`src/plldc_pkg.sv`:
```
/*
 * Constants and types shared by the PLL divider configuration slice:
 * register indexes, field positions, widths and reset values.
 * Assumes a 32-bit APB with word-aligned registers, byte address equal
 * to four times the register index.
 */
package plldc_pkg;

  // ********************************************************
  // Register indexes (byte address is four times the index)
  // ********************************************************
  localparam logic [9:0] REF_DIV_LOW_IDX = 10'h011;
  localparam logic [9:0] REF_DIV_HIGH_IDX = 10'h012;
  localparam logic [9:0] SWALLOW_COUNT_IDX = 10'h013;
  localparam logic [9:0] MAIN_FB_COUNT_LOW_IDX = 10'h014;
  localparam logic [9:0] MAIN_FB_COUNT_HIGH_IDX = 10'h015;
  localparam logic [9:0] PLL_COUNTER_CONTROL_IDX = 10'h016;

  // ********************************************************
  // Bus and field widths
  // ********************************************************
  localparam int ADDR_W = 12;
  localparam int DATA_W = 32;
  localparam int BYTE_W = 8;
  localparam int REF_DIV_W = 14;
  localparam int REF_HIGH_W = 6;
  localparam int SWALLOW_W = 6;
  localparam int MAIN_FB_W = 13;
  localparam int MAIN_HIGH_W = 5;

  // ********************************************************
  // Control register bit positions
  // ********************************************************
  localparam int CHARGE_PUMP_MID_BIT = 7;
  localparam int REF_HOLD_BIT = 6;
  localparam int FB_HOLD_BIT = 5;
  localparam int ALL_HOLD_BIT = 4;
  localparam logic [7:0] CONTROL_MASK = 8'hf0;

  // ********************************************************
  // Reset values
  // ********************************************************
  localparam logic [7:0] REF_DIV_LOW_RST = 8'h01;
  localparam logic [5:0] REF_DIV_HIGH_RST = 6'h00;
  localparam logic [5:0] SWALLOW_COUNT_RST = 6'h00;
  localparam logic [7:0] MAIN_FB_COUNT_LOW_RST = 8'h03;
  localparam logic [4:0] MAIN_FB_COUNT_HIGH_RST = 5'h00;
  localparam logic [7:0] CONTROL_RST = 8'h00;

  // Register selected by an address
  typedef enum logic [2:0] {
    SEL_NONE,
    SEL_REF_LOW,
    SEL_REF_HIGH,
    SEL_SWALLOW,
    SEL_MAIN_LOW,
    SEL_MAIN_HIGH,
    SEL_CONTROL
  } plldc_sel_type;

  // Decode a byte address; misaligned words hit nothing
  function automatic plldc_sel_type plldc_decode(
    input logic [ADDR_W-1:0] addr
  );
    plldc_sel_type sel;
    sel = SEL_NONE;
    if (addr[1:0] == 2'h0) begin
      unique case (addr[ADDR_W-1:2])
        REF_DIV_LOW_IDX: sel = SEL_REF_LOW;
        REF_DIV_HIGH_IDX: sel = SEL_REF_HIGH;
        SWALLOW_COUNT_IDX: sel = SEL_SWALLOW;
        MAIN_FB_COUNT_LOW_IDX: sel = SEL_MAIN_LOW;
        MAIN_FB_COUNT_HIGH_IDX: sel = SEL_MAIN_HIGH;
        PLL_COUNTER_CONTROL_IDX: sel = SEL_CONTROL;
        default: sel = SEL_NONE;
      endcase
    end
    return sel;
  endfunction : plldc_decode

endpackage : plldc_pkg

```
`src/plldc_div_counter.sv`:
```
/*
 * Programmable divide counter used for the reference, swallow and main
 * feedback dividers. Emits a one-cycle tick every divide-value cycles.
 * Assumes the divide value and hold come from pclk-domain registers.
 */
`timescale 1ns/1ns

module plldc_div_counter #(
  parameter int WIDTH = 8
) (
  // Clock and reset
  input wire logic pclk,
  input wire logic presetn,
  // Control
  input wire logic hold,
  input wire logic [WIDTH-1:0] divide_value,
  // Status
  output logic [WIDTH-1:0] count_q,
  output logic tick_q
);

  logic [WIDTH:0] count_inc;
  logic wrap;

  // A divide value of zero or one wraps every cycle
  assign count_inc = {1'b0, count_q} + {{WIDTH{1'b0}}, 1'b1};
  assign wrap = count_inc >= {1'b0, divide_value};

  // Count, held at zero while in reset
  always_ff @(posedge pclk or negedge presetn) begin
    if (!presetn) begin
      count_q <= '0;
    end else if (hold) begin
      count_q <= '0;
    end else if (wrap) begin
      count_q <= '0;
    end else begin
      count_q <= count_inc[WIDTH-1:0];
    end
  end

  // Terminal count pulse, silent while held
  always_ff @(posedge pclk or negedge presetn) begin
    if (!presetn) begin
      tick_q <= 1'b0;
    end else begin
      tick_q <= !hold && wrap;
    end
  end

endmodule : plldc_div_counter

```
`src/plldc_regs.sv`:
```
/*
 * PLL divider configuration registers behind an APB slave, with the
 * reference, swallow and main feedback divide counters they steer.
 * Assumes one clock (pclk) and a 32-bit APB master; no wait states.
 */
// Operation
// RL1: The 14-bit reference count keeps its low byte at 0x011, reset 0x01.
// RL2: Reference count bits 13:8 sit in field [5:0] at 0x012, reset 0x00.
// RL3: The 6-bit swallow count sits in field [5:0] at 0x013, reset 0x00.
// RL4: The 13-bit main feedback count has its low byte at 0x014, reset 0x03.
// RL5: Main count bits 12:8 sit in field [4:0] at 0x015, reset 0x00.
// RL6: Control bit 7 parks the charge-pump output at half its supply.
// RL7: Control bit 6 holds the reference counter in reset while set.
// RL8: Control bit 5 holds swallow and main feedback counters in reset.
// RL9: Control bit 4 holds all three counters in reset while set.
// RL10: Multi-byte counts are joined from their bytes; unused bits read 0.
`timescale 1ns/1ns

module plldc_regs (
  // Clock and reset
  input wire logic pclk,
  input wire logic presetn,
  // APB slave
  input wire logic psel,
  input wire logic penable,
  input wire logic pwrite,
  input wire logic [plldc_pkg::ADDR_W-1:0] paddr,
  input wire logic [plldc_pkg::DATA_W-1:0] pwdata,
  output logic [plldc_pkg::DATA_W-1:0] prdata,
  output logic pready,
  output logic pslverr,
  // Assembled divide values
  output logic [plldc_pkg::REF_DIV_W-1:0] ref_div_count,
  output logic [plldc_pkg::SWALLOW_W-1:0] swallow_count_value,
  output logic [plldc_pkg::MAIN_FB_W-1:0] main_fb_count,
  // Charge pump and counter holds
  output logic charge_pump_output_mid,
  output logic ref_counter_hold,
  output logic fb_counters_hold,
  // Divider outputs
  output logic ref_div_tick,
  output logic swallow_tick,
  output logic main_fb_tick
);

  import plldc_pkg::*;

  // ********************************************************
  // Declarations
  // ********************************************************
  logic [7:0] ref_div_low_q;
  logic [5:0] ref_div_high_q;
  logic [5:0] swallow_count_q;
  logic [7:0] main_fb_count_low_q;
  logic [4:0] main_fb_count_high_q;
  logic [7:0] control_q;
  logic [DATA_W-1:0] prdata_q;
  logic [DATA_W-1:0] prdata_d;
  logic pslverr_q;
  logic setup_phase;
  logic wr_en;
  plldc_sel_type sel;
  logic [REF_DIV_W-1:0] ref_cnt;
  logic [SWALLOW_W-1:0] swallow_cnt;
  logic [MAIN_FB_W-1:0] main_cnt;

  // ********************************************************
  // APB decode
  // ********************************************************
  // Zero wait states: every access completes in its first access cycle
  assign pready = 1'b1;
  assign setup_phase = psel && !penable;
  assign wr_en = psel && penable && pwrite;
  assign sel = plldc_decode(paddr);

  // ********************************************************
  // Divider registers
  // ********************************************************
  // Reference divider bytes
  always_ff @(posedge pclk or negedge presetn) begin
    if (!presetn) begin
      ref_div_low_q <= REF_DIV_LOW_RST; // RL1
      ref_div_high_q <= REF_DIV_HIGH_RST; // RL2
    end else if (wr_en && sel == SEL_REF_LOW) begin
      ref_div_low_q <= pwdata[BYTE_W-1:0]; // RL1
    end else if (wr_en && sel == SEL_REF_HIGH) begin
      ref_div_high_q <= pwdata[REF_HIGH_W-1:0]; // RL2
    end
  end

  // Swallow count
  always_ff @(posedge pclk or negedge presetn) begin
    if (!presetn) begin
      swallow_count_q <= SWALLOW_COUNT_RST; // RL3
    end else if (wr_en && sel == SEL_SWALLOW) begin
      swallow_count_q <= pwdata[SWALLOW_W-1:0]; // RL3
    end
  end

  // Main feedback bytes
  always_ff @(posedge pclk or negedge presetn) begin
    if (!presetn) begin
      main_fb_count_low_q <= MAIN_FB_COUNT_LOW_RST; // RL4
      main_fb_count_high_q <= MAIN_FB_COUNT_HIGH_RST; // RL5
    end else if (wr_en && sel == SEL_MAIN_LOW) begin
      main_fb_count_low_q <= pwdata[BYTE_W-1:0]; // RL4
    end else if (wr_en && sel == SEL_MAIN_HIGH) begin
      main_fb_count_high_q <= pwdata[MAIN_HIGH_W-1:0]; // RL5
    end
  end

  // Control; only the four defined bits are stored
  always_ff @(posedge pclk or negedge presetn) begin
    if (!presetn) begin
      control_q <= CONTROL_RST;
    end else if (wr_en && sel == SEL_CONTROL) begin
      control_q <= pwdata[BYTE_W-1:0] & CONTROL_MASK;
    end
  end

  // ********************************************************
  // Read path
  // ********************************************************
  // Read data are chosen in the setup cycle so they leave a flip-flop
  always_comb begin
    prdata_d = '0;
    unique case (sel)
      SEL_REF_LOW: prdata_d[BYTE_W-1:0] = ref_div_low_q;
      SEL_REF_HIGH: prdata_d[REF_HIGH_W-1:0] = ref_div_high_q; // RL10
      SEL_SWALLOW: prdata_d[SWALLOW_W-1:0] = swallow_count_q; // RL10
      SEL_MAIN_LOW: prdata_d[BYTE_W-1:0] = main_fb_count_low_q;
      SEL_MAIN_HIGH: prdata_d[MAIN_HIGH_W-1:0] = main_fb_count_high_q; // RL10
      SEL_CONTROL: prdata_d[BYTE_W-1:0] = control_q;
      SEL_NONE: prdata_d = '0;
    endcase
  end

  // Latch read data and the unmapped-address error at setup
  always_ff @(posedge pclk or negedge presetn) begin
    if (!presetn) begin
      prdata_q <= '0;
      pslverr_q <= 1'b0;
    end else if (setup_phase) begin
      prdata_q <= pwrite ? '0 : prdata_d;
      pslverr_q <= sel == SEL_NONE;
    end
  end

  // Error shown only in the access phase, as APB requires
  assign prdata = prdata_q;
  assign pslverr = pslverr_q && psel && penable;

  // ********************************************************
  // Assembled values and control outputs
  // ********************************************************
  // Byte pairs joined into full divide values
  assign ref_div_count = {ref_div_high_q, ref_div_low_q}; // RL10
  assign swallow_count_value = swallow_count_q;
  assign main_fb_count = {main_fb_count_high_q, main_fb_count_low_q}; // RL10

  // Holds: the all-counters bit overrides either single hold
  assign charge_pump_output_mid = control_q[CHARGE_PUMP_MID_BIT]; // RL6
  assign ref_counter_hold = control_q[REF_HOLD_BIT] // RL7
    || control_q[ALL_HOLD_BIT]; // RL9
  assign fb_counters_hold = control_q[FB_HOLD_BIT] // RL8
    || control_q[ALL_HOLD_BIT]; // RL9

  // ********************************************************
  // Divide counters
  // ********************************************************
  // Reference divider
  plldc_div_counter #(
    .WIDTH(REF_DIV_W)
  ) u_ref_counter (
    .pclk(pclk),
    .presetn(presetn),
    .hold(ref_counter_hold),
    .divide_value(ref_div_count),
    .count_q(ref_cnt),
    .tick_q(ref_div_tick)
  );

  // Swallow counter, held together with the main counter
  plldc_div_counter #(
    .WIDTH(SWALLOW_W)
  ) u_swallow_counter (
    .pclk(pclk),
    .presetn(presetn),
    .hold(fb_counters_hold),
    .divide_value(swallow_count_value),
    .count_q(swallow_cnt),
    .tick_q(swallow_tick)
  );

  // Main feedback counter
  plldc_div_counter #(
    .WIDTH(MAIN_FB_W)
  ) u_main_counter (
    .pclk(pclk),
    .presetn(presetn),
    .hold(fb_counters_hold),
    .divide_value(main_fb_count),
    .count_q(main_cnt),
    .tick_q(main_fb_tick)
  );

  // ********************************************************
  // Assertions
  // ********************************************************
  // Low reference byte takes the written byte at the access edge
  property p_ref_low_write;
    @(posedge pclk) disable iff (!presetn)
    (wr_en && sel == SEL_REF_LOW) |=>
      ref_div_low_q == $past(pwdata[BYTE_W-1:0]);
  endproperty
  a_ref_low_write: assert property (p_ref_low_write) // RL1
    else $error("reference low byte not written");

  // High reference field keeps six bits and joins the count
  property p_ref_high_write;
    @(posedge pclk) disable iff (!presetn)
    (wr_en && sel == SEL_REF_HIGH) |=>
      ref_div_count[REF_DIV_W-1:BYTE_W] == $past(pwdata[REF_HIGH_W-1:0]);
  endproperty
  a_ref_high_write: assert property (p_ref_high_write) // RL2
    else $error("reference high field not written");

  // Swallow field stored from six bits
  property p_swallow_write;
    @(posedge pclk) disable iff (!presetn)
    (wr_en && sel == SEL_SWALLOW) |=>
      swallow_count_value == $past(pwdata[SWALLOW_W-1:0]);
  endproperty
  a_swallow_write: assert property (p_swallow_write) // RL3
    else $error("swallow count not written");

  // Main low byte joins the feedback count
  property p_main_low_write;
    @(posedge pclk) disable iff (!presetn)
    (wr_en && sel == SEL_MAIN_LOW) |=>
      main_fb_count[BYTE_W-1:0] == $past(pwdata[BYTE_W-1:0]);
  endproperty
  a_main_low_write: assert property (p_main_low_write) // RL4
    else $error("main feedback low byte not written");

  // Main high field keeps five bits
  property p_main_high_write;
    @(posedge pclk) disable iff (!presetn)
    (wr_en && sel == SEL_MAIN_HIGH) |=>
      main_fb_count[MAIN_FB_W-1:BYTE_W] == $past(pwdata[MAIN_HIGH_W-1:0]);
  endproperty
  a_main_high_write: assert property (p_main_high_write) // RL5
    else $error("main feedback high field not written");

  // Charge-pump park follows the written control bit
  property p_cp_mid;
    @(posedge pclk) disable iff (!presetn)
    (wr_en && sel == SEL_CONTROL) |=>
      charge_pump_output_mid == $past(pwdata[CHARGE_PUMP_MID_BIT]);
  endproperty
  a_cp_mid: assert property (p_cp_mid) // RL6
    else $error("charge pump park bit not applied");

  // Reference counter stays at zero and silent while held
  property p_ref_hold;
    @(posedge pclk) disable iff (!presetn)
    control_q[REF_HOLD_BIT] ##1 control_q[REF_HOLD_BIT] |->
      ref_cnt == '0 && !ref_div_tick;
  endproperty
  a_ref_hold: assert property (p_ref_hold) // RL7
    else $error("reference counter ran while held");

  // Feedback counters stay at zero and silent while held
  property p_fb_hold;
    @(posedge pclk) disable iff (!presetn)
    control_q[FB_HOLD_BIT] ##1 control_q[FB_HOLD_BIT] |->
      swallow_cnt == '0 && main_cnt == '0 && !main_fb_tick
      && !swallow_tick;
  endproperty
  a_fb_hold: assert property (p_fb_hold) // RL8
    else $error("feedback counters ran while held");

  // Global hold stops all three counters
  property p_all_hold;
    @(posedge pclk) disable iff (!presetn)
    control_q[ALL_HOLD_BIT] ##1 control_q[ALL_HOLD_BIT] |->
      ref_cnt == '0 && swallow_cnt == '0 && main_cnt == '0
      && !ref_div_tick && !swallow_tick && !main_fb_tick;
  endproperty
  a_all_hold: assert property (p_all_hold) // RL9
    else $error("counter ran under global hold");

  // Main feedback high field reads back with zero upper bits
  property p_read_upper_zero;
    @(posedge pclk) disable iff (!presetn)
    (setup_phase && !pwrite && sel == SEL_MAIN_HIGH) |=>
      prdata[DATA_W-1:MAIN_HIGH_W] == '0
      && prdata[MAIN_HIGH_W-1:0] == $past(main_fb_count_high_q);
  endproperty
  a_read_upper_zero: assert property (p_read_upper_zero) // RL10
    else $error("partial register read back wrong");

  // An unmapped access answers with an error in its access cycle
  property p_unmapped_err;
    @(posedge pclk) disable iff (!presetn)
    (setup_phase && sel == SEL_NONE) ##1 (psel && penable) |->
      pslverr;
  endproperty
  a_unmapped_err: assert property (p_unmapped_err)
    else $error("unmapped access without error");

  // Reference high field reads back with zero upper bits
  property p_read_ref_high;
    @(posedge pclk) disable iff (!presetn)
    (setup_phase && !pwrite && sel == SEL_REF_HIGH) |=>
      prdata == {{(DATA_W-REF_HIGH_W){1'b0}}, $past(ref_div_high_q)};
  endproperty
  a_read_ref_high: assert property (p_read_ref_high) // RL10
    else $error("reference high field read back wrong");

  // Swallow field reads back with zero upper bits
  property p_read_swallow;
    @(posedge pclk) disable iff (!presetn)
    (setup_phase && !pwrite && sel == SEL_SWALLOW) |=>
      prdata == {{(DATA_W-SWALLOW_W){1'b0}}, $past(swallow_count_q)};
  endproperty
  a_read_swallow: assert property (p_read_swallow) // RL10
    else $error("swallow field read back wrong");

  // Control reads back only its four defined bits
  property p_read_control;
    @(posedge pclk) disable iff (!presetn)
    (setup_phase && !pwrite && sel == SEL_CONTROL) |=>
      (prdata & ~{{(DATA_W-BYTE_W){1'b0}}, CONTROL_MASK}) == '0;
  endproperty
  a_read_control: assert property (p_read_control)
    else $error("control reserved bits read back set");

  // A refused write leaves every register as it was
  property p_refused_write;
    @(posedge pclk) disable iff (!presetn)
    (wr_en && sel == SEL_NONE) |=>
      $stable(ref_div_count) && $stable(main_fb_count)
      && $stable(swallow_count_q) && $stable(control_q);
  endproperty
  a_refused_write: assert property (p_refused_write)
    else $error("refused write changed a register");

endmodule : plldc_regs

```
`config.mk`:
```
export PLATFORM = sky130hd
export DESIGN_NAME = plldc_regs
export DESIGN_NICKNAME = d
export VERILOG_FILES = /design/src/plldc_pkg.sv /design/src/plldc_div_counter.sv /design/src/plldc_regs.sv
export SDC_FILE = /design/constraint.sdc
export NUM_CORES = 1
export LEC_CHECK = 0
export BUFFER_PORTS_ARGS = -buffer_cell sky130_fd_sc_hd__buf_2
export CAP_MARGIN = 10
export CORE_ASPECT_RATIO = 0.8
export CORE_MARGIN = 5
export CORE_UTILIZATION = 25
export CTS_CLUSTER_DIAMETER = 120
export CTS_CLUSTER_SIZE = 10
export DETAILED_ROUTE_END_ITERATION = 16
export SKIP_CTS_REPAIR_TIMING = 1
export SLEW_MARGIN = 10
export SYNTH_ARGS = -nofsm -noshare
export SYNTH_HDL_FRONTEND = slang
export SYNTH_SLANG_ARGS = --single-unit
```
`constraint.sdc`:
```
create_clock -name pclk -period 6.5 [get_ports pclk]
set_input_delay 0 -clock pclk [delete_from_list [all_inputs] [get_ports pclk]]
set_output_delay 0 -clock pclk [all_outputs]
set_load 0.005 [all_outputs]
```
Yosys cells after proc, flatten, opt, wreduce, memory -nomap -nowiden --
Cells that the tools add are included.
Word-level totals: register bits 106, bits in latches 0, RAM bits 0, bits in read-only memories 0, input bits 49, word-level logic and storage cells 69, memories 0
Cells by class: $add $sub $neg 3, multipliers 0, divide/modulo/power cells 0, magnitude comparators 3, eq/ne operators 12, shift-type cells 0, mux-type cells 12, bitwise operators 2, reduce and logical (&&, ||, !) cells 23
Operator list (count):
- $eq 10x5->1 const B | 6
- $pmux 5 s7 | 1
- $mux 14 | 2
- $mux 13 | 2
- $pmux 3 s6 | 1
- $add 14x1->15 const B | 1
- $ge 15x14->1 | 1
- $add 13x1->14 const B | 1
- $ge 14x13->1 | 1
- $logic_and 1x1->1 | 14
- $mux 6 | 2
- $eq 3x3->1 const B | 3
- $mux 8 | 1
- $add 6x1->7 const B | 1
- $ge 7x6->1 | 1
- $eq 3x2->1 const B | 2
- $pmux 2 s3 | 1
- $pmux 1 s5 | 1
- $reduce_and 2->1 | 2
- $eq 3x1->1 const B | 1
- $logic_not 1->1 | 3
- $logic_not 3->1 | 1
- $mux 3 | 1
- $logic_not 2->1 | 1
- other kinds (2) | 4

Longest topological paths before layout --
Gate-level depths: netlist (run 1).
word-level depth 7, mapped depth 11, mapped depth without buffers 11

Modules after synthesis --
From an unflattened synthesis (run 1), not the netlist that was laid out.
Second synthesis, totals: cell total of the unflattened synthesis 470, area, all modules 5037.3 um^2
By module, submodules not included:
- plldc_regs | times used 1, cells an instance 203, area each 2384.8 um^2, sequential area each 1154.9 um^2
- plldc_div_counter (u_ref_counter) | times used 1, cells an instance 120, area each 1141.1 um^2, sequential area each 375.4 um^2
- plldc_div_counter (u_main_counter) | times used 1, cells an instance 102, area each 1036.0 um^2, sequential area each 350.3 um^2
- plldc_div_counter (u_swallow_counter) | times used 1, cells an instance 45, area each 475.5 um^2, sequential area each 175.2 um^2

Worst setup path after synthesis (run 1) --
No wires, ideal clock.
kind flip-flop to flip-flop, start register u_main_counter.count_q[2], end register u_main_counter.count_q[11], setup time 118 ps, data arrival time 2554 ps, required time 6382 ps, slack 3828 ps, stages on the path, launching flop included 10, cell sequence dfrtp_1 > nand4_1 > nor4_1 > nand2_1 > xnor2_1 > ha_1 > nand3_1 > o41a_2 > o211ai_1 > and2b_1
On the way: word-level cells in the longest chain between the ends 4
RTL lines:
- from (decl) | RTL line plldc_div_counter.sv:18 | output logic [WIDTH-1:0] count_q,
- from (signal assigned) | RTL line plldc_div_counter.sv:38 | count_q <= count_inc[WIDTH-1:0];
- $add 13x1->14 (*) | RTL line plldc_div_counter.sv:26 | assign count_inc = {1'b0, count_q} + {{WIDTH{1'b0}}, 1'b1};
- $ge 14x13->1 | RTL line plldc_div_counter.sv:27 | assign wrap = count_inc >= {1'b0, divide_value};
- $mux 13 (*) | RTL line plldc_div_counter.sv:35 | end else if (wrap) begin
- $mux 13 (*) | RTL line plldc_div_counter.sv:33 | end else if (hold) begin
Mark *: on every way between the ends. The rest lies on a longest branch, timed or not. A chain may end at the register's enable or synchronous reset.

Final worst setup path (run 1) --
start register u_main_counter.count_q[2], end register u_main_counter.count_q[9]
The elaborated chain is that of the path after synthesis.

==> results.sh, run 1 <==
export IMPL_hold_path_end="control_q[4]$_DFFE_PN0P_"
export IMPL_syn_inst=480
export IMPL_cts_tree="done"
export IMPL_switching_power_uw=300.0
export IMPL_min_from="pwdata[4]"
export IMPL_worst_slew_pin_slew_ps=1080
export IMPL_drt_iter0_markers=225
export IMPL_num_rows=45
export IMPL_slew_viol_final=0
export IMPL_async_flop_share_pct=100.0
export IMPL_hold_viol_final=0
export IMPL_ir_worst_vdd_mv=0.1225
export IMPL_port_buffers=72
export IMPL_final_area_sq_mm=0.005854
export IMPL_grt_pass1_wl_um=20540
export IMPL_rsz0062_at_grt="false"
export IMPL_totalPowerFinal_mw=1.270
export IMPL_max_freq_mhz=299.9
export IMPL_synth_area_sq_mm=0.004895
export IMPL_rr_startpoint="u_main_counter.count_q[2]$_DFF_PN0_"
export IMPL_yosysWarnings=0
export IMPL_cp_num_buf_inv=0
export IMPL_seqPwrFrac_pct=42.1
export IMPL_required_ps=6730
export IMPL_worstSetupEndpointType="flop"
export IMPL_vias=3624
export IMPL_grt_usage_pct=11.67
export IMPL_ys_seq_area_share_pct=42.00
export IMPL_hold_path_class="primary input to flop"
export IMPL_fin_crit_sh_pct=51.30
export IMPL_slew_headroom_pct=27.99
export IMPL_nets=640
export IMPL_start_util_pct=25.64
export IMPL_static_leakage_power_nw=2.860
export IMPL_r2r_end="u_main_counter.count_q[9]$_DFF_PN0_"
export IMPL_cts_max_path_buffers=2
export IMPL_routed_wl_um=13120
export IMPL_place_area_sq_mm=0.005411
export IMPL_ys_flop_type="dfrtp_1"
export IMPL_syn_area_per_cell_sq_um=10.20
export IMPL_dr_pass1_iters=4
export IMPL_gp_congestion=0.8079
export IMPL_crit_family="simple AND/OR/NAND/NOR gates"
export IMPL_fin_hold_ws_ps=17.77
export IMPL_worstPathArrival_ps=3570
export IMPL_holdPathStages=2
export IMPL_max_cap_violations=0
export IMPL_synthTopCellsByArea="dfrtp_1 (40%), ha_1 (9.2%), mux2_2 (5.1%), buf_4 (4.1%), xnor2_1 (3.8%)"
export IMPL_grt_ovfl_total=0
export IMPL_post_route_drc_count=0
export IMPL_clkTransAtPathRegs_ps=60
export IMPL_skew_ps=6.524
export IMPL_htree_num_levels=3
export IMPL_ant_nets=0
export IMPL_synth_area_leader_cell="dfrtp_1"
export IMPL_ioPinCount=122
export IMPL_ctsRootBufferMaster="clkbuf_16"
export IMPL_drive_above_1_share_pct=22.50
export IMPL_ys_top_cells_by_count="dfrtp_1 (79), inv_1 (40), ha_1 (36), buf_4 (27), nor2_1 (25)"
export IMPL_grt_max_degree=83
export IMPL_critical_path_class="flop to flop"
export IMPL_die_h_um=135.2
export IMPL_diodes=0
export IMPL_die_w_um=166.4
export IMPL_setup_tns_ps=0
export IMPL_start_kind="flop"
export IMPL_hpwl_um=10280
export IMPL_yosysMostFrequentCell="dfrtp_1"
export IMPL_worstSkewPairLatency_ps=340
export IMPL_wl_per_cell_um=16.04
export IMPL_synth_edf_count=0
export IMPL_area_growth_pct=19.61
export IMPL_slowest_stage="nor4_1"
export IMPL_setup_viol=0
export IMPL_p_int_uw=970.0
export IMPL_yosys_register_bits=82
export IMPL_cts_buffers=9
export IMPL_power_frac_comb_pct=10.3
export IMPL_grt_pass1_vias=3521
export IMPL_reg2regPathDepth=9
export IMPL_power_density_mw_per_mm2=216.9
export IMPL_clkPwrFrac_pct=47.6
export IMPL_antenna_found_initial=0
export IMPL_fin_crit_ps=3334
export IMPL_dieArea_sq_mm=0.02249
export IMPL_status="complete, no violations"
export IMPL_yosysTopAreaCellShare_pct=40.39
export IMPL_switching_share_pct=23.62
export IMPL_core_area_sq_mm=0.01909
export IMPL_critical_path_max_fanout=6
export IMPL_r2r_setup_slack_ps=3170
export IMPL_ys_types=59
export IMPL_cts_sinks=82
export IMPL_path_cells="nand4_1, nor4_1, nand2_1, xnor2_1, ha_1, nand3_1, o41a_2, o211ai_1, and2b_1"
export IMPL_vias_per_cell=4.430
export IMPL_slowest_delay_ps=670
how the worst max path moves through the flow:
stage / startpoint / end / slack, ps / depth (start not counted)
2_1_floorplan: u_main_counter.count_q[2]$_DFF_PN0_ / u_main_counter.count_q[11]$_DFF_PN0_ / 3830 / 9
5_1_grt: u_main_counter.count_q[2]$_DFF_PN0_ / u_main_counter.count_q[5]$_DFF_PN0_ / 2920 / 9
3_5_place_dp: u_main_counter.count_q[2]$_DFF_PN0_ / u_main_counter.count_q[5]$_DFF_PN0_ / 3180 / 9
4_1_cts: u_main_counter.count_q[0]$_DFF_PN0_ / u_main_counter.count_q[9]$_DFF_PN0_ / 3160 / 9
3_3_place_gp: u_main_counter.count_q[2]$_DFF_PN0_ / u_main_counter.count_q[9]$_DFF_PN0_ / 3190 / 9
6_report: u_main_counter.count_q[2]$_DFF_PN0_ / u_main_counter.count_q[9]$_DFF_PN0_ / 3170 / 9
power by group through the flow:
stage	clock network [mW]	registers [mW]	logic (mW)
CTS	0.616	0.536	0.127
global route	0.640	0.537	0.149
detailed placement	0	0.545	0.127
floorplan	0	0.542	0.0844
finish	0.604	0.535	0.131
global placement	0	0.545	0.125
through the flow:
stage	instances	util (%)	setup WS, ps
detailed placement	793	28.35	3177
finish	818	30.67	3166
global route	818	30.67	2922
global placement	793	28.35	3188
CTS	809	30.20	3156
floorplan	503	-	3828
layer usage:
layer	up-vias	share of wire (%)	GRT usage, %	wire length [um]
li1	1789	-	-	-
met1	1729	54	18.43	7032
met2	95	40	15.51	5235
met3	11	5.6	3.005	733
met4	0	0.91	2.862	119
met5	-	0	0	0
flip-flops by register name (all words and copies together) (netlist names):
signal and count:
ref_div_low_q 8, main_fb_count_high_q 5, control_q 4, main_fb_count_low_q 8, u_swallow_counter.count_q 6, pslverr_q 1, swallow_count_value 6, u_ref_counter.tick_q 1
u_main_counter.count_q 13, u_swallow_counter.tick_q 1, u_main_counter.tick_q 1, prdata 8, ref_div_high_q 6, u_ref_counter.count_q 14
kinds of logic (layout without fill, tap and decap cells):
family	count (synthesis)	in the layout	share of synthesized area (%)
AND/OR/NAND/NOR	140	140	16.16
flip-flops	82	82	42.00
buffers and inverters	80	137	8.282
AO/OA/AOI/OAI	74	74	10.45
multiplexers	39	39	8.921
adder cells (fa/ha/maj)	36	36	9.202
XOR/XNOR	27	27	4.831
other	2	25	0.1534
final cells by class:
class	count	area (sq um)
Multi-Input combinational cell	341	2520
Clock inverter	5	100.1
Timing Repair Buffer	81	452.9
Clock buffer	11	252.7
Tap cell	258	322.8
Sequential cell	82	2056
Fill cell	2017	13230
Inverter	40	150.1
cell usage in the layout, fill, tap and decap left out, drive strengths merged, types with 4 or more instances in the layout:
cell,Yosys,layout
dfrtp,79,79
buf,32,72
inv,40,40
mux2,37,37
ha,36,36
nor2,26,26
conb,2,25
a21oi,22,22
nand2,22,22
xnor2,21,21
nand3,20,20
and3,18,18
nor2b,13,13
o21ai,11,11
clkbuf,8,11
dlygate4sd3,0,9
o211ai,8,8
xor2,6,6
and4,5,5
nand2b,5,5
a211oi,5,5
nor3,5,5
a221o,5,5
nand4,5,5
and2b,4,4
o22ai,4,4
nor4,4,4
(Power assumes the default switching activity.)
==> inputs of run 2 (changes only) <==
--- a/config.mk
+++ b/config.mk
@@ -5,6 +5,7 @@
 export SDC_FILE = /design/constraint.sdc
 export NUM_CORES = 1
 export LEC_CHECK = 0
+export ABC_AREA = 1
 export BUFFER_PORTS_ARGS = -buffer_cell sky130_fd_sc_hd__buf_2
 export CAP_MARGIN = 10
 export CORE_ASPECT_RATIO = 0.8
==> constraint.sdc (replaced) <==
create_clock -name pclk -period 3.3 [get_ports pclk]
set_input_delay 0 -clock pclk [delete_from_list [all_inputs] [get_ports pclk]]
set_output_delay 0 -clock pclk [all_outputs]
set_load 0.005 [all_outputs]
==> results.sh, run 2 <==
export IMPL_status="complete, no violations"
export IMPL_max_cap_violations=0
export IMPL_diodes=0
export IMPL_critical_path_class="flop to flop"
export IMPL_static_leakage_power_nw=3.354
export IMPL_start_kind="flop"
export IMPL_slowest_stage="nor3b_1"
export IMPL_top_regs="u_ref_counter.count_q: 14 flops, u_main_counter.count_q: 13 flops"
export IMPL_crit_family="simple AND/OR/NAND/NOR gates"
export IMPL_power_frac_comb_pct=7.8
export IMPL_slowest_delay_ps=430
export IMPL_final_area_sq_mm=0.006314
export IMPL_cts_max_path_buffers=2
export IMPL_ys_seq_area_share_pct=38.58
export IMPL_globalRouteMet3Util_pct=3.051
export IMPL_cp_num_buf_inv=3
export IMPL_num_rows=47
export IMPL_grt_usage_pct=11.97
export IMPL_slew_headroom_pct=27.42
export IMPL_fin_crit_ps=2922
export IMPL_ys_top_cells_by_count="nand2_1 (143), inv_1 (133), dfrtp_1 (79), nor2_1 (77), o21ai_0 (45)"
export IMPL_wl_per_cell_um=13.68
export IMPL_hold_viol_final=0
export IMPL_worstPathArrival_ps=3150
export IMPL_grt_pass1_wl_um=23270
export IMPL_required_ps=3530
export IMPL_p_int_mw=1.734
export IMPL_fin_crit_sh_pct=88.54
export IMPL_layout_commonest_cell="nand2_1"
export IMPL_antenna_found_initial=0
export IMPL_start_util_pct=25.60
export IMPL_async_flop_share_pct=100.0
export IMPL_dp_slack_ps=374.8
export IMPL_slew_viol_final=0
export IMPL_dr_pass1_iters=5
export IMPL_yosys_register_bits=82
export IMPL_drt_iter0_markers=340
export IMPL_place_area_sq_mm=0.005909
export IMPL_synth_edf_count=0
export IMPL_gp_congestion=0.8588
export IMPL_gr_max_usage_layer="met2"
export IMPL_yosysTopAreaCellShare_pct=37.10
export IMPL_nets=877
export IMPL_htree_num_levels=3
export IMPL_power_density_mw_per_mm2=360.7
export IMPL_rsz0062_at_grt="false"
export IMPL_hold_path_class="primary input to flop"
export IMPL_dieArea_sq_mm=0.02435
export IMPL_skew_ps=6.973
export IMPL_synthTopCellsByArea="dfrtp_1 (37%), nand2_1 (10%), inv_1 (9.4%), ha_1 (8.5%), nor2_1 (5.4%)"
export IMPL_setup_viol=0
export IMPL_use_met1_pct=17.15
export IMPL_switching_share_pct=23.86
export IMPL_port_buffers=72
export IMPL_cts_buffers=9
export IMPL_fin_hold_ws_ps=89.37
export IMPL_ir_worst_vdd_mv=0.2141
export IMPL_path_cells="and3_1, nand3_1, nor3b_1, nand2_1, nor2_1, xor2_1, inv_1, ha_1, inv_1, nor4_1, nand2_1, nand4_1, buf_4, nor2_1"
export IMPL_grt_max_degree=83
export IMPL_grt_ovfl_total=0
export IMPL_die_h_um=140.6
export IMPL_syn_area_per_cell_sq_um=7.537
export IMPL_ys_flop_type="dfrtp_1"
export IMPL_setup_slack_ps=378.2
export IMPL_final_core_util_pct=30.33
export IMPL_top_register="u_ref_counter.count_q"
export IMPL_area_growth_pct=18.48
export IMPL_clkPwrFrac_pct=47.2
export IMPL_synth_area_leader_cell="dfrtp_1"
export IMPL_grt_pass1_vias=4290
export IMPL_die_w_um=173.2
export IMPL_clkTransAtPathRegs_ps=60
export IMPL_cts_sinks=82
export IMPL_post_route_drc_count=0
export IMPL_worst_slew_pin_slew_ps=1089
export IMPL_max_freq_mhz=342.3
export IMPL_setup_tns_ps=0
export IMPL_syn_inst=707
export IMPL_routed_wl_um=14580
export IMPL_core_area_sq_mm=0.02082
export IMPL_yosysMostFrequentCell="nand2_1"
export IMPL_ys_types=40
export IMPL_worstSkewPairLatency_ps=350
export IMPL_worstSetupEndpointType="flop"
export IMPL_ant_nets=0
export IMPL_yosysWarnings=0
export IMPL_ctsRootBufferMaster="clkbuf_16"
export IMPL_layout_common_cells="nand2_1 (143), inv_1 (133), dfrtp_1 (79)"
export IMPL_switching_power_uw=543.3
export IMPL_vias_per_cell=4.314
export IMPL_ioPinCount=122
export IMPL_critical_path_max_fanout=14
export IMPL_use_met2_pct=17.49
export IMPL_seqPwrFrac_pct=45.0
export IMPL_cts_tree="done"
export IMPL_largest_reg_flops=14
export IMPL_synth_area_sq_mm=0.005329
export IMPL_drive_above_1_share_pct=14.43
export IMPL_hpwl_um=11580
export IMPL_vias=4599
-- run 2: final cells by class --
cell class	count	area [sq um]
well taps	269	336.6
clock inverters	6	82.58
multi-input cells	479	2619
fillers	2257	14500
clock buffers	10	229.0
flip-flops and latches	82	2056
inverters	136	515.5
repair buffers	84	475.5
-- run 2: tightest hold or removal path: cells and delay by family --
family | cells | cell delay, ps
simple gates | 3 | 180
compound gates | 1 | 80
buf+inv | 2 | 130
-- run 2: cells by family after synthesis --
| family | Yosys count | share of synthesized area (%) |
|---|---|---|
| buf+inv | 169 | 13.95 |
| other cells | 2 | 0.1409 |
| compound gates | 82 | 8.453 |
| fa+ha+maj | 36 | 8.453 |
| flops | 82 | 38.58 |
| simple gates | 312 | 26.48 |
| xor+xnor | 24 | 3.945 |
-- run 2: path summary, 6_finish.rpt --
check,startpoint,end,slack [ps],cells after the start
max,u_ref_counter.count_q[0]$_DFF_PN0_,u_ref_counter.count_q[10]$_DFF_PN0_,380,14
min,pwrite,prdata[4]$_DFFE_PN0P_,90,6
max reg2reg,u_ref_counter.count_q[0]$_DFF_PN0_,u_ref_counter.count_q[10]$_DFF_PN0_,380,14
min reg2reg,prdata[1]$_DFFE_PN0P_,prdata[1]$_DFFE_PN0P_,470,2
max in group asynchronous,presetn,u_main_counter.count_q[12]$_DFF_PN0_,2200,2
min in group asynchronous,presetn,u_ref_counter.count_q[11]$_DFF_PN0_,410,2
-- run 2: power groups by stage --
stage	sequential [mW]	clock (mW)	combinational (mW)
after floorplan	1.04	0	0.112
after global placement	1.04	0	0.170
after detailed placement	1.04	0	0.173
after CTS	1.02	1.10	0.173
after global routing	1.02	1.14	0.204
final	1.02	1.07	0.178
-- run 2: through the flow --
stage / std cells / power [mW]
final: 1066 / 2.277
after CTS: 1057 / 2.296
after floorplan: 730 / 1.154
after global placement: 1041 / 1.213
after global routing: 1066 / 2.367
after detailed placement: 1041 / 1.215
-- run 2: metal layers --
metal  wire, um  vias up
met2       6119      114
met5          0        -
met3        975       20
met4        274        0
li1           -     2359
met1       7215     2106
